### src/verilog/lsd_regs.svh
// constants for the led scan display controller
`ifndef LSD_REGS_SVH
`define LSD_REGS_SVH

// pages named by the command byte
`define LSD_PAGE_SEG 2'h0
`define LSD_PAGE_LED 2'h1
`define LSD_PAGE_DIGDIM 2'h2
`define LSD_PAGE_LEDDIM 2'h3

// highest location in each page
`define LSD_LAST_SEG 3'h5
`define LSD_LAST_LED 3'h2
`define LSD_LAST_DIM 3'h3

// locations
`define LSD_ADDR_MODE 3'h0
`define LSD_ADDR_LEDDATA 3'h0
`define LSD_ADDR_KEY1 3'h1
`define LSD_ADDR_KEY2 3'h2

// reset values
`define LSD_MODE_RESET 8'hFB
`define LSD_MEM_RESET 8'h00

// command byte fields
`define LSD_CMD_ADDR_LSB 1
`define LSD_CMD_PAGE_LSB 4
`define LSD_CMD_FIXED_BIT 6
`define LSD_CMD_READ_BIT 7

// mode location fields
`define LSD_DIGITS_LSB 0
`define LSD_BRIGHT_LSB 3
`define LSD_CONSTDIM_LSB 5
`define LSD_BRIGHT_CONST 2'h3
`define LSD_BRIGHT_VAR 2'h0
`define LSD_MAX_DIGCODE 3'h5

// timing
`define LSD_CLK_PERIOD_NS 25
`define LSD_KEY_CYCLE_US 64
`define LSD_DISP_CYCLE_US 512
`define LSD_KEY_CYCLE_CYC ((`LSD_KEY_CYCLE_US * 1000) / `LSD_CLK_PERIOD_NS)
`define LSD_DISP_CYCLE_CYC ((`LSD_DISP_CYCLE_US * 1000) / `LSD_CLK_PERIOD_NS)
`define LSD_KEY_LINES 8
`define LSD_DIM_SLOTS 16

`endif

### src/verilog/lsd_pkg.sv
// types for the led scan display controller
package lsd_pkg;

  typedef enum logic [1:0] {SER_IDLE, SER_CMD, SER_DATA} lsd_ser_t;

  typedef enum logic [1:0] {PH_KEY, PH_LED, PH_DIG} lsd_phase_t;

  typedef struct packed {
    logic [7:0] segment;
    logic [6:0] digit;
    logic key_active;
    logic data;
    logic data_oe;
  } lsd_pins_t;

  typedef struct packed {
    logic [2:0] stb_s;
    logic [2:0] sclk_s;
    logic [1:0] din_s;
    logic [1:0] key1_s;
    logic [1:0] key2_s;
    lsd_ser_t ser;
    logic [2:0] bits;
    logic [7:0] shift;
    logic [1:0] page;
    logic [2:0] ptr;
    logic fixed;
    logic rd;
    logic pend;
    logic [2:0] tx_bits;
    logic [7:0] tx;
    logic [5:0][7:0] seg_mem;
    logic [7:0] led_mem;
    logic led_written;
    logic [3:0][7:0] dig_dim;
    logic [3:0][7:0] led_dim;
    logic [15:0] keys;
    lsd_phase_t phase;
    logic [2:0] digit_drive;
    logic [10:0] sub;
    logic [3:0] idx;
    lsd_pins_t pins;
  } lsd_state_t;

endpackage

### src/verilog/lsd_ctrl.sv
// serial command port, display memory and scan timing of the led driver
`include "lsd_regs.svh"

module lsd_ctrl
  import lsd_pkg::*;
#(
  parameter int DISP_CYC = `LSD_DISP_CYCLE_CYC
)
(
  input wire logic clk_sys_in,
  input wire logic rstn_in,
  input wire logic transfer_select_in,
  input wire logic serial_clk_in,
  input wire logic data_in,
  output logic data_out,
  output logic data_oe_out,
  input wire logic [1:0] key_return_in,
  output logic [7:0] segment_out,
  output logic [6:0] digit_drive_out,
  output logic key_scan_line_active_out
);

  localparam logic [10:0] SLOT_LAST =
    11'(DISP_CYC / `LSD_DIM_SLOTS - 1);
  localparam logic [10:0] KEY_LAST =
    11'(`LSD_KEY_CYCLE_CYC / `LSD_KEY_LINES - 1);
  localparam logic [3:0] KEY_IDX_LAST = 4'(`LSD_KEY_LINES - 1);
  localparam logic [3:0] SLOT_IDX_LAST = 4'(`LSD_DIM_SLOTS - 1);

  lsd_state_t st_reg;
  lsd_state_t st_next;

  // on-time in slots for a dim code
  function automatic logic [4:0] on_slots(input logic [3:0] code);
    logic [4:0] s;
    s = 5'h0;
    unique case (code[2:0])
      3'h0: s = 5'h01;
      3'h1: s = 5'h02;
      3'h2: s = 5'h04;
      3'h3: s = 5'h0A;
      3'h4: s = 5'h0B;
      3'h5: s = 5'h0C;
      3'h6: s = 5'h0D;
      3'h7: s = 5'h0E;
    endcase
    return s;
  endfunction

  // highest location of a page
  function automatic logic [2:0] page_last(input logic [1:0] pg);
    logic [2:0] l;
    l = `LSD_LAST_DIM;
    unique case (pg)
      `LSD_PAGE_SEG: l = `LSD_LAST_SEG;
      `LSD_PAGE_LED: l = `LSD_LAST_LED;
      `LSD_PAGE_DIGDIM: l = `LSD_LAST_DIM;
      `LSD_PAGE_LEDDIM: l = `LSD_LAST_DIM;
    endcase
    return l;
  endfunction

  // readback mux
  function automatic logic [7:0] read_byte(input lsd_state_t s);
    logic [7:0] b;
    b = 8'h00;
    if (s.ptr <= page_last(s.page))
    begin
      unique case (s.page)
        `LSD_PAGE_SEG: b = s.seg_mem[s.ptr];
        `LSD_PAGE_LED:
        begin
          unique case (s.ptr)
            `LSD_ADDR_KEY1: b = s.keys[7:0];
            `LSD_ADDR_KEY2: b = s.keys[15:8];
            default: b = s.led_mem;
          endcase
        end
        `LSD_PAGE_DIGDIM: b = s.dig_dim[s.ptr[1:0]];
        `LSD_PAGE_LEDDIM: b = s.led_dim[s.ptr[1:0]];
      endcase
    end
    return b;
  endfunction

  always_comb
  begin
    logic rise;
    logic fall;
    logic [7:0] byte_in;
    logic [7:0] rb;
    logic [1:0] bmode;
    logic [2:0] ndig;
    logic [3:0] code;
    logic [7:0] gate;
    logic [7:0] src;
    logic phase_end;
    logic [10:0] sub_last;
    logic [3:0] idx_last;
    rise = 1'b0;
    fall = 1'b0;
    byte_in = 8'h00;
    rb = 8'h00;
    bmode = 2'h0;
    ndig = 3'h0;
    code = 4'h0;
    gate = 8'h00;
    src = 8'h00;
    phase_end = 1'b0;
    sub_last = 11'h0;
    idx_last = 4'h0;
    st_next = st_reg;

    // pin synchronisers
    st_next.stb_s = {st_reg.stb_s[1:0], transfer_select_in};
    st_next.sclk_s = {st_reg.sclk_s[1:0], serial_clk_in};
    st_next.din_s = {st_reg.din_s[0], data_in};
    st_next.key1_s = {st_reg.key1_s[0], key_return_in[0]};
    st_next.key2_s = {st_reg.key2_s[0], key_return_in[1]};
    rise = st_reg.sclk_s[1] & ~st_reg.sclk_s[2];
    fall = ~st_reg.sclk_s[1] & st_reg.sclk_s[2];

    // serial port
    if (st_reg.stb_s[1])
    begin
      st_next.ser = SER_IDLE;
      st_next.bits = 3'h0;
      st_next.pend = 1'b0;
      st_next.pins.data_oe = 1'b0;
    end
    else
    begin
      if (st_reg.ser == SER_IDLE)
        st_next.ser = SER_CMD;
      if (rise && !(st_reg.ser == SER_DATA && st_reg.rd))
      begin
        byte_in = {st_reg.din_s[1], st_reg.shift[7:1]};
        st_next.shift = byte_in;
        st_next.bits = st_reg.bits + 3'h1;
        if (st_reg.bits == 3'h7)
        begin
          if (st_reg.ser != SER_DATA)
          begin
            st_next.ptr = byte_in[`LSD_CMD_ADDR_LSB +: 3];
            st_next.page = byte_in[`LSD_CMD_PAGE_LSB +: 2];
            st_next.fixed = byte_in[`LSD_CMD_FIXED_BIT];
            st_next.rd = byte_in[`LSD_CMD_READ_BIT];
            st_next.pend = byte_in[`LSD_CMD_READ_BIT];
            st_next.ser = SER_DATA;
          end
          else
          begin
            if (st_reg.ptr <= page_last(st_reg.page))
            begin
              unique case (st_reg.page)
                `LSD_PAGE_SEG:
                  st_next.seg_mem[st_reg.ptr] = byte_in;
                `LSD_PAGE_LED:
                begin
                  if (st_reg.ptr == `LSD_ADDR_LEDDATA)
                  begin
                    st_next.led_mem = byte_in;
                    st_next.led_written = 1'b1;
                  end
                end
                `LSD_PAGE_DIGDIM:
                  st_next.dig_dim[st_reg.ptr[1:0]] = byte_in;
                `LSD_PAGE_LEDDIM:
                  st_next.led_dim[st_reg.ptr[1:0]] = byte_in;
              endcase
            end
            if (!st_reg.fixed)
              st_next.ptr = (st_reg.ptr >= page_last(st_reg.page)) ?
                3'h0 : st_reg.ptr + 3'h1;
          end
        end
      end
      if (fall && st_reg.ser == SER_DATA && st_reg.rd)
      begin
        st_next.pins.data_oe = 1'b1;
        if (st_reg.pend || st_reg.tx_bits == 3'h7)
        begin
          rb = read_byte(st_reg);
          st_next.pins.data = rb[0];
          st_next.tx = {1'b0, rb[7:1]};
          st_next.tx_bits = 3'h0;
          st_next.pend = 1'b0;
          if (!st_reg.fixed)
            st_next.ptr = (st_reg.ptr >= page_last(st_reg.page)) ?
              3'h0 : st_reg.ptr + 3'h1;
        end
        else
        begin
          st_next.pins.data = st_reg.tx[0];
          st_next.tx = {1'b0, st_reg.tx[7:1]};
          st_next.tx_bits = st_reg.tx_bits + 3'h1;
        end
      end
    end

    // scan timer, never stopped
    if (st_reg.phase == PH_KEY)
    begin
      sub_last = KEY_LAST;
      idx_last = KEY_IDX_LAST;
    end
    else
    begin
      sub_last = SLOT_LAST;
      idx_last = SLOT_IDX_LAST;
    end
    phase_end = (st_reg.sub == sub_last) && (st_reg.idx == idx_last);
    if (st_reg.sub == sub_last)
    begin
      st_next.sub = 11'h0;
      st_next.idx = st_reg.idx + 4'h1;
      if (st_reg.phase == PH_KEY)
      begin
        st_next.keys[st_reg.idx[2:0]] = st_reg.key1_s[1];
        st_next.keys[{1'b1, st_reg.idx[2:0]}] = st_reg.key2_s[1];
      end
    end
    else
      st_next.sub = st_reg.sub + 11'h1;

    ndig = st_reg.dig_dim[0][`LSD_DIGITS_LSB +: 3];
    if (ndig > `LSD_MAX_DIGCODE)
      ndig = `LSD_MAX_DIGCODE;
    if (phase_end)
    begin
      st_next.idx = 4'h0;
      st_next.digit_drive = 3'h0;
      unique case (st_reg.phase)
        PH_KEY: st_next.phase = st_reg.led_written ? PH_LED : PH_DIG;
        PH_LED: st_next.phase = PH_DIG;
        PH_DIG:
        begin
          if (st_reg.digit_drive >= ndig)
            st_next.phase = PH_KEY;
          else
          begin
            st_next.phase = PH_DIG;
            st_next.digit_drive = st_reg.digit_drive + 3'h1;
          end
        end
        default: st_next.phase = PH_KEY;
      endcase
    end

    // dimming and drive
    bmode = st_reg.dig_dim[0][`LSD_BRIGHT_LSB +: 2];
    for (int i = 0; i < 8; i++)
    begin
      if (bmode == `LSD_BRIGHT_VAR)
      begin
        if (st_reg.phase == PH_LED)
          code = st_reg.led_dim[i / 2][(i % 2) * 4 +: 4];
        else
          code = st_reg.dig_dim[st_reg.digit_drive[2:1] + 2'h1]
            [st_reg.digit_drive[0] * 4 +: 4];
      end
      else
        code = {1'b0,
          st_reg.dig_dim[0][`LSD_CONSTDIM_LSB +: 3]};
      gate[i] = {1'b0, st_reg.idx} < on_slots(code);
    end
    st_next.pins.digit = 7'h00;
    st_next.pins.key_active = 1'b0;
    unique case (st_reg.phase)
      PH_KEY:
      begin
        st_next.pins.key_active = 1'b1;
        src = 8'h01 << st_reg.idx[2:0];
        st_next.pins.segment = src;
      end
      PH_LED:
      begin
        st_next.pins.digit[0] = 1'b1;
        st_next.pins.segment = st_reg.led_mem & gate;
      end
      PH_DIG:
      begin
        st_next.pins.digit = 7'h02 << st_reg.digit_drive;
        st_next.pins.segment =
          st_reg.seg_mem[st_reg.digit_drive] & gate;
      end
      default: st_next.pins.segment = 8'h00;
    endcase
  end

  always_ff @(posedge clk_sys_in or negedge rstn_in)
  begin
    if (!rstn_in)
    begin
      st_reg <= '0;
      st_reg.dig_dim[0] <= `LSD_MODE_RESET;
      st_reg.ser <= SER_IDLE;
      st_reg.phase <= PH_KEY;
      st_reg.stb_s <= 3'h7;
      // idle level of the serial clock pin, no false rise after reset
      st_reg.sclk_s <= 3'h7;
    end
    else
      st_reg <= st_next;
  end

  assign data_out = st_reg.pins.data;
  assign data_oe_out = st_reg.pins.data_oe;
  assign segment_out = st_reg.pins.segment;
  assign digit_drive_out = st_reg.pins.digit;
  assign key_scan_line_active_out = st_reg.pins.key_active;

endmodule

### config.mk
export PLATFORM = sky130hd
export DESIGN_NAME = lsd_ctrl
export DESIGN_NICKNAME = d
export VERILOG_FILES = /design/src/verilog/lsd_pkg.sv /design/src/verilog/lsd_ctrl.sv
export VERILOG_INCLUDE_DIRS = /design/src /design/src/verilog
export SDC_FILE = /design/constraint.sdc
export NUM_CORES = 1
export LEC_CHECK = 0
export ABC_AREA = 0
export BUFFER_PORTS_ARGS = -buffer_cell sky130_fd_sc_hd__buf_4
export CAP_MARGIN = 20
export CORE_ASPECT_RATIO = 1.2
export CORE_UTILIZATION = 55
export CTS_BUF_LIST = sky130_fd_sc_hd__clkbuf_8
export DETAILED_ROUTE_END_ITERATION = 10
export PLACE_DENSITY_LB_ADDON = 0.2
export RECOVER_POWER = 25
export SYNTH_ARGS = -nofsm -noshare
export SYNTH_HDL_FRONTEND = slang
export SYNTH_SLANG_ARGS = --single-unit
### constraint.sdc
create_clock -name clk_sys_in -period 4.4 [get_ports clk_sys_in]
set_input_delay 0.88 -clock clk_sys_in [delete_from_list [all_inputs] [get_ports clk_sys_in]]
set_output_delay 0.88 -clock clk_sys_in [all_outputs]
set_load 0.02 [all_outputs]
==> summary.txt, run 1 <==
Run status
  • Status: finished with violations
  • Failing checks: capacitance limit, slew limit

Final layout
  • Max reg flops: 191
  • Final instance area: 13,500 µm²
  • NumNets Final: 1,143
  • P&R area growth vs syn: 8.31%
  • Fraction of layout cells with a size suffix above 1: 29.3%

STA
  • RSZ-0062 raised after global routing: false
  • Tmin final: 3860 ps
  • Clock skew: 11.5 ps
  • Pins over their slew limit: 97
  • Slew @ Worst Pin: 2470 ps
  • Final hold viol count: 0
  • Relative slew slack: -64.6%
  • Tcrit/Tclk final: 87.7%
  • Post-Route Setup TNS: 0 ps
  • Final-report setup violation count: 0
  • Max frequency: 259 MHz

Clocking
  • Clock Sinks: 216
  • TritonCTS clock tree: built
  • Skew-Pair Late Insertion Delay: 520 ps
  • Deepest level of the CTS H-tree: 2
  • Clock Tree Buf Depth: 3
  • Clock Tree Root: clkbuf_8
  • Clock Pin Slew Worst Setup and Hold Paths: 60 ps
  • CTS buffer count: 37
  • Number of post-CTS setup repair buffers: 0

Routing
  • Routed len/inst: 22.5 µm
  • Via count: 8,655
  • Antenna Nets Post-Route: 0
  • Via density: 6.30
  • Initial DRC Count: 508
  • Detailed-router iteration count before antenna repair: 5
  • Final WL: 30.9 mm
  • DRC Markers: 0

Worst setup path
  • Path depth of the worst reg2reg path: 12
  • Critical Path Start Type: register
  • RR Startpoint: st_reg[34]
  • Crit path DAT: 4320 ps
  • Reg2reg setup slack: 540 ps
  • Max FO, Critical Path: 18
  • CP Class: register to register
  • CP startpoint: st_reg[34]
  • CP required: 4860 ps
  • RR Endpoint: segment_out[1]
  • CP Capture Type: register
  • Worst Setup EP: segment_out[1]

GRT
  • Initial antenna violation count: 1
  • First-pass GRT wire length: 49.7 mm
  • Largest net degree at the start of global routing: 97
  • Total track usage: 27.6%
  • Grt ovf: 0
  • Vias in the first global route: 8,831

Yosys
  • Ys async rst share: 100%
  • Seq/Total Area, Yosys: 43.4%
  • Ys Warns: 0
  • Post-synth EDFFs: 0
  • Top_reg_cell synth: dfrtp_1
  • Cell count after synthesis: 1,060
  • Post-synthesis cell area: 12,500 µm²
  • Syn Area/Cell: 11.8 µm²
  • Post-synthesis register bit count: 216
  • Syn_nets: 1,137
  • Distinct cell type count after synthesis: 73

Floorplanning
  • Starting density of the core: 55.8%
  • Die Span X: 139 µm
  • Row cnt: 60
  • Core box area: 22,400 µm²
  • Total Die Area: 23,300 µm²
  • Top Ports: 25
  • Die Y-Extent: 167 µm

Run
  • Max cap viols: 1

Placed design
  • Placed Area: 12,800 µm²
  • Hpwl dp: 21.8 mm
  • RePlAce Congestion: 0.935
  • Port buffer count: 24

Worst hold path
  • Worst Hold Class: register to register

Pwr
  • VDD IR max: 0.000343 V
  • Pwr Density: 301 nW/µm²
  • LEAKAGE: 6.35 nW
==> cell usage after synthesis (3+ instances only) <==
library cell,number,area (µm²)
a221o_1,3,30.0
mux4_2,32,721
xor2_1,6,52.6
o22ai_1,7,43.8
inv_1,35,131
mux2_2,159,1790
a31o_2,4,35.0
and3_1,13,81.3
xnor2_1,3,26.3
nor4_1,3,18.8
o221ai_1,20,175
nor3b_4,4,75.1
a22oi_1,12,90.1
a21o_1,11,82.6
a211oi_1,8,60.1
o2bb2ai_1,4,35.0
buf_1,4,15.0
or2_2,3,18.8
dfrtp_1,204,5100
clkbuf_1,35,131
dfstp_2,12,315
nand2_1,48,180
buf_2,15,75.1
o21ai_0,26,130
nand3_1,23,115
and2_1,7,43.8
o2111ai_1,5,43.8
nand2b_1,15,93.8
mux2_1,9,101
nor2b_1,13,81.3
nand3b_1,8,60.1
o211ai_1,5,37.5
nor3_2,3,30.0
a21oi_1,25,125
o221a_1,8,90.1
ha_1,70,876
buf_4,16,120
nor2_1,75,282
clkinv_1,5,18.8
nor3_1,8,40.0
o21bai_1,3,22.5
or3_1,8,50.1
mux2i_1,32,320
o31ai_1,4,30.0
a2111oi_0,10,87.6
==> critical path, cell delays in order (launching register included) <==
cell and delay [ps]:
dfrtp_2 610, mux2_2 230, o22ai_1 130, o31ai_4 520
o221ai_1 340, ha_1 370, mux2_1 300, ha_1 180
a21o_1 170, a2111oi_0 440, o221ai_1 200, o21ai_0 110
o221a_1 190
==> per-layer routing <==
layer	routed length [µm]	track usage, %	up-vias
met5	0	0	-
met4	1130	11.7	0
met3	1510	3.82	76
met2	14900	45.4	250
met1	13300	36.7	4405
li1	-	-	3924
==> worst min-delay path by stage <==
stage / from / to / depth (start not counted)
3_3_place_gp: st_next[212] / st_reg[212] / 0
3_5_place_dp: st_next[208] / st_reg[208] / 0
4_1_cts: st_next[208] / st_reg[208] / 0
6_report: st_next[208] / st_reg[208] / 0
5_1_grt: st_next[208] / st_reg[208] / 0
2_1_floorplan: st_next[208] / st_reg[208] / 0
==> placed cells by master (no fill, tap or decap), types with 8 or more instances in the layout <==
master	netlist	routed
a2111oi_0	10	8
a22oi_1	12	12
o221a_1	8	8
mux2_2	159	159
ha_1	70	70
dfstp_2	12	11
nand2_1	48	48
or3_1	8	8
nand3b_1	8	8
nand3_1	23	23
nor2b_1	13	13
a211oi_1	8	8
o221ai_1	20	20
clkbuf_8	0	48
and3_1	13	13
buf_4	16	32
nand2b_1	15	15
nor2_1	75	75
mux2i_1	32	32
inv_1	35	50
mux4_2	32	32
o21ai_0	26	26
a21oi_1	25	25
a21o_1	11	11
mux2_1	9	9
dfrtp_1	204	202
==> metrics by stage <==
step                std cells  hold slack, ps  total power, W  setup slack, ps  utilization [%]
global placement         1306             334         0.00232              274             57.1
detailed placement       1306             338         0.00232              119             57.1
global route             1373             347         0.00420              187             60.4
finish                   1374             342         0.00407              542             60.4
CTS                      1373             348         0.00410             53.9             60.4
floorplan                1060             331         0.00219              855                -
==> what timing repair did <==
action / 4_1_cts / 5_1_grt
setup endpoints to repair: 0 / 8
hold buffers: 0 / 0
resized for setup: 0 / 5
==> cell type report <==
class                           instances  area (µm²)
Fill cell                            1828        8860
Multi-Input combinational cell        731        6560
Sequential cell                       216        5420
Clock buffer                           48         661
Tap cell                              279         349
Timing Repair Buffer                   39         287
Inverter                               41         154
Clock inverter                         19        78.8
Antenna cell                            1        2.50
==> logic make-up (layout without fill, tap and decap cells) <==
family	count (synthesis)	count (layout)	synth area share [%]
compound gates	172	172	10.5
fa+ha+maj	70	70	7.02
flops	216	216	43.4
other cells	0	1	0
xor+xnor	9	9	0.632
mux	233	233	23.6
buf+inv	113	147	4.15
simple gates	247	247	10.6
==> where the power goes <==
part,switching (W),internal [W]
sequential,0.000183,0.00202
clock,0.000805,0.000976
combinational,0.0000490,0.0000349
total,0.00104,0.00303
Power figures use the tool's default switching activity.
==> inputs of run 2 (changes only) <==
==> constraint.sdc (replaced) <==
create_clock -name clk_sys_in -period 4.4 [get_ports clk_sys_in]
set_input_delay 0.44 -clock clk_sys_in [delete_from_list [all_inputs] [get_ports clk_sys_in]]
set_output_delay 0.44 -clock clk_sys_in [all_outputs]
set_load 0.02 [all_outputs]
==> summary.txt, run 2 (synthesis gave the netlist of run 1 again) <==
Run status
  • Status: finished with violations
  • Failing checks: capacitance limit, slew limit

Clocking
  • CTS buffer count: 37 (unchanged)
  • Clock Tree Root: clkbuf_8
  • Deepest level of the CTS H-tree: 2 (unchanged)
  • Clock Pin Slew Worst Setup and Hold Paths: 60 ps (about the same)
  • TritonCTS clock tree: built
  • Clock Sinks: 216 (unchanged)
  • Skew-Pair Late Insertion Delay: 530 ps (about the same)
  • Clock Tree Buf Depth: 3 (unchanged)
  • Number of post-CTS setup repair buffers: 0 (unchanged)

Placed design
  • Placed Area: 12,800 µm² (about the same)
  • RePlAce Congestion: 0.948 (+1.4%)
  • Cell count after placement: 1,305 (-0.077%)
  • Hpwl dp: 21.6 mm (-0.58%)
  • Port buffer count: 24 (unchanged)

Worst setup path
  • Reg2reg setup slack: 220 ps (-320 ps)
  • Max FO, Critical Path: 16 (-2)
  • Path depth of the worst reg2reg path: 13 (+1)
  • Critical Path Start Type: register
  • CP Class: register to register
  • Crit path DAT: 4640 ps (+320 ps)
  • RR Startpoint: st_reg[34]
  • RR Endpoint: segment_out[1]
  • CP Capture Type: register
  • CP required: 4870 ps (about the same)

Floorplanning
  • Total Die Area: 23,300 µm² (unchanged)
  • Die Y-Extent: 167 µm (unchanged)
  • Top Ports: 25 (unchanged)
  • Core box area: 22,400 µm² (unchanged)
  • Row cnt: 60 (unchanged)
  • Starting density of the core: 55.8% (unchanged)
  • Die Span X: 139 µm (unchanged)

Routing
  • Via density: 6.32 (+0.39%)
  • DRC Markers: 0 (unchanged)
  • Routed len/inst: 22.8 µm (+1.4%)
  • Via count: 8,670 (+0.17%)
  • Detailed-router iteration count before antenna repair: 5 (unchanged)
  • Initial DRC Count: 617 (+21%)
  • Final WL: 31.2 mm (+1.2%)
  • Antenna Nets Post-Route: 0 (unchanged)

Worst hold path
  • Hold path depth: 1 (+1)
  • WHS Endpoint: st_next[210]
  • HP Start: key_return_in[0]
  • Worst Hold Class: input port to register

Final layout
  • P&R area growth vs syn: 7.92%
  • Final instance area: 13,500 µm² (-0.36%)
  • Antenna diode count: 0 (-1)
  • Most frequent cells in the layout: dfrtp_1, mux2_2, nor2_1
  • Most common cell after layout, fill and taps aside: dfrtp_1
  • Final cell count without fillers: 1,371 (-0.22%)
  • NumNets Final: 1,144 (+0.087%)
  • Max reg flops: 191 (unchanged)
  • Fraction of layout cells with a size suffix above 1: 28.8% (-0.50 points)

STA
  • Slew @ Worst Pin: 3100 ps (+627 ps)
  • Clock skew: 27.0 ps (+15.5 ps)
  • Final-report setup violation count: 0 (unchanged)
  • Hold_ws: 38.0 ps (-304 ps)
  • Final hold viol count: 0 (unchanged)
  • Tcrit/Tclk final: 94.9% (+7.2 points)
  • Tmin final: 4180 ps (+318 ps)
  • Relative slew slack: -106% (-42 points)
  • Max frequency: 239 MHz (-7.6%)
  • Post-Route Setup TNS: 0 ps (unchanged)
  • RSZ-0062 raised after global routing: false
  • Pins over their slew limit: 122 (+26%)

GRT
  • Largest net degree at the start of global routing: 123 (+27%)
  • Initial antenna violation count: 0 (-1)
  • Grt ovf: 0 (unchanged)
  • Vias in the first global route: 8,870 (+0.44%)
  • Total track usage: 28.1% (+0.48 points)
  • First-pass GRT wire length: 50.2 mm (+0.87%)

Pwr
  • Clock group share of total power: 42.3% (-1.5 points)
  • Gate power share: 2.2% (about the same)
  • Psw: 0.00105 W (+1.6%)
  • Pwr Density: 295 nW/µm² (-1.8%)
  • Sw Ratio: 26.5% (+0.98 points)
  • Total power draw: 0.00398 W (-2.2%)
  • VDD IR max: 0.000306 V (-11%)
  • Sequential power share: 55.5% (+1.4 points)
  • Internal power consumption: 0.00292 W (-3.5%)
  • LEAKAGE: 6.33 nW (-0.25%)

Run
  • Max cap viols: 1 (unchanged)
run 2: cell types whose count changed in the layout (fill, tap and decap cells not counted), sizes merged:
| cell | delta |
|---|---|
| diode | -1 |
| clkbuf | -7 |
| inv | +1 |
| clkinv | +2 |
| dlygate4sd3 | +2 |
run 2: per-stage QoR:
| stage | worst slack, ps | utilization, % |
|---|---|---|
| detailed placement | 228 | 57.1 |
| finish | 224 | 60.2 |
| global placement | 375 | 57.1 |
| global route | 51.9 | 60.2 |
| floorplan | 855 | - |
| CTS | 224 | 60.2 |
run 2: final cells by class:
| type | count | area (µm²) |
|---|---|---|
| clock inverters | 22 | 92.6 |
| clock buffers | 42 | 578 |
| well taps | 279 | 349 |
| multi-input cells | 731 | 6550 |
| inverters | 41 | 154 |
| flip-flops and latches | 216 | 5420 |
| repair buffers | 40 | 315 |
| fillers | 1855 | 8910 |
run 2: critical path, stage by stage, from the launching register on:
cell	delay, ps
dfrtp_1	700
buf_4	230
mux2i_1	80
mux4_2	480
a21oi_2	380
o21ai_0	270
ha_1	340
mux2_1	300
ha_1	180
a21o_1	170
a2111oi_0	470
o221ai_1	210
o21ai_0	120
o221a_1	190
run 2: worst max path at each step:
stage | start | to | cells past startpoint
global placement | st_reg[34] | segment_out[4] | 12
detailed placement | st_reg[34] | segment_out[0] | 12
global route | st_reg[34] | segment_out[1] | 13
floorplan | st_reg[34] | segment_out[1] | 13
finish | st_reg[34] | segment_out[1] | 13
CTS | st_reg[34] | segment_out[3] | 12
run 2: what timing repair did:
action,CTS,global route
hold buffers,2,0
setup endpoints to repair,0,7
hold endpoints to repair,2,0
resized for setup,0,3
run 2: power by group through the flow:
| stage | clock, W | sequential [W] | combinational, W |
|---|---|---|---|
| 2_1_floorplan | 0 | 0.00208 | 0.000105 |
| 3_3_place_gp | 0 | 0.00224 | 0.0000869 |
| 3_5_place_dp | 0 | 0.00224 | 0.0000890 |
| 4_1_cts | 0.00172 | 0.00220 | 0.0000908 |
| 5_1_grt | 0.00181 | 0.00222 | 0.0000989 |
| 6_report | 0.00168 | 0.00221 | 0.0000862 |
run 2: routing by layer:
metal	part of all wire, %	global-route usage [%]
met5	0	0
met4	3.7	11.2
met3	5.4	4.23
met2	49	46.8
met1	42	36.9
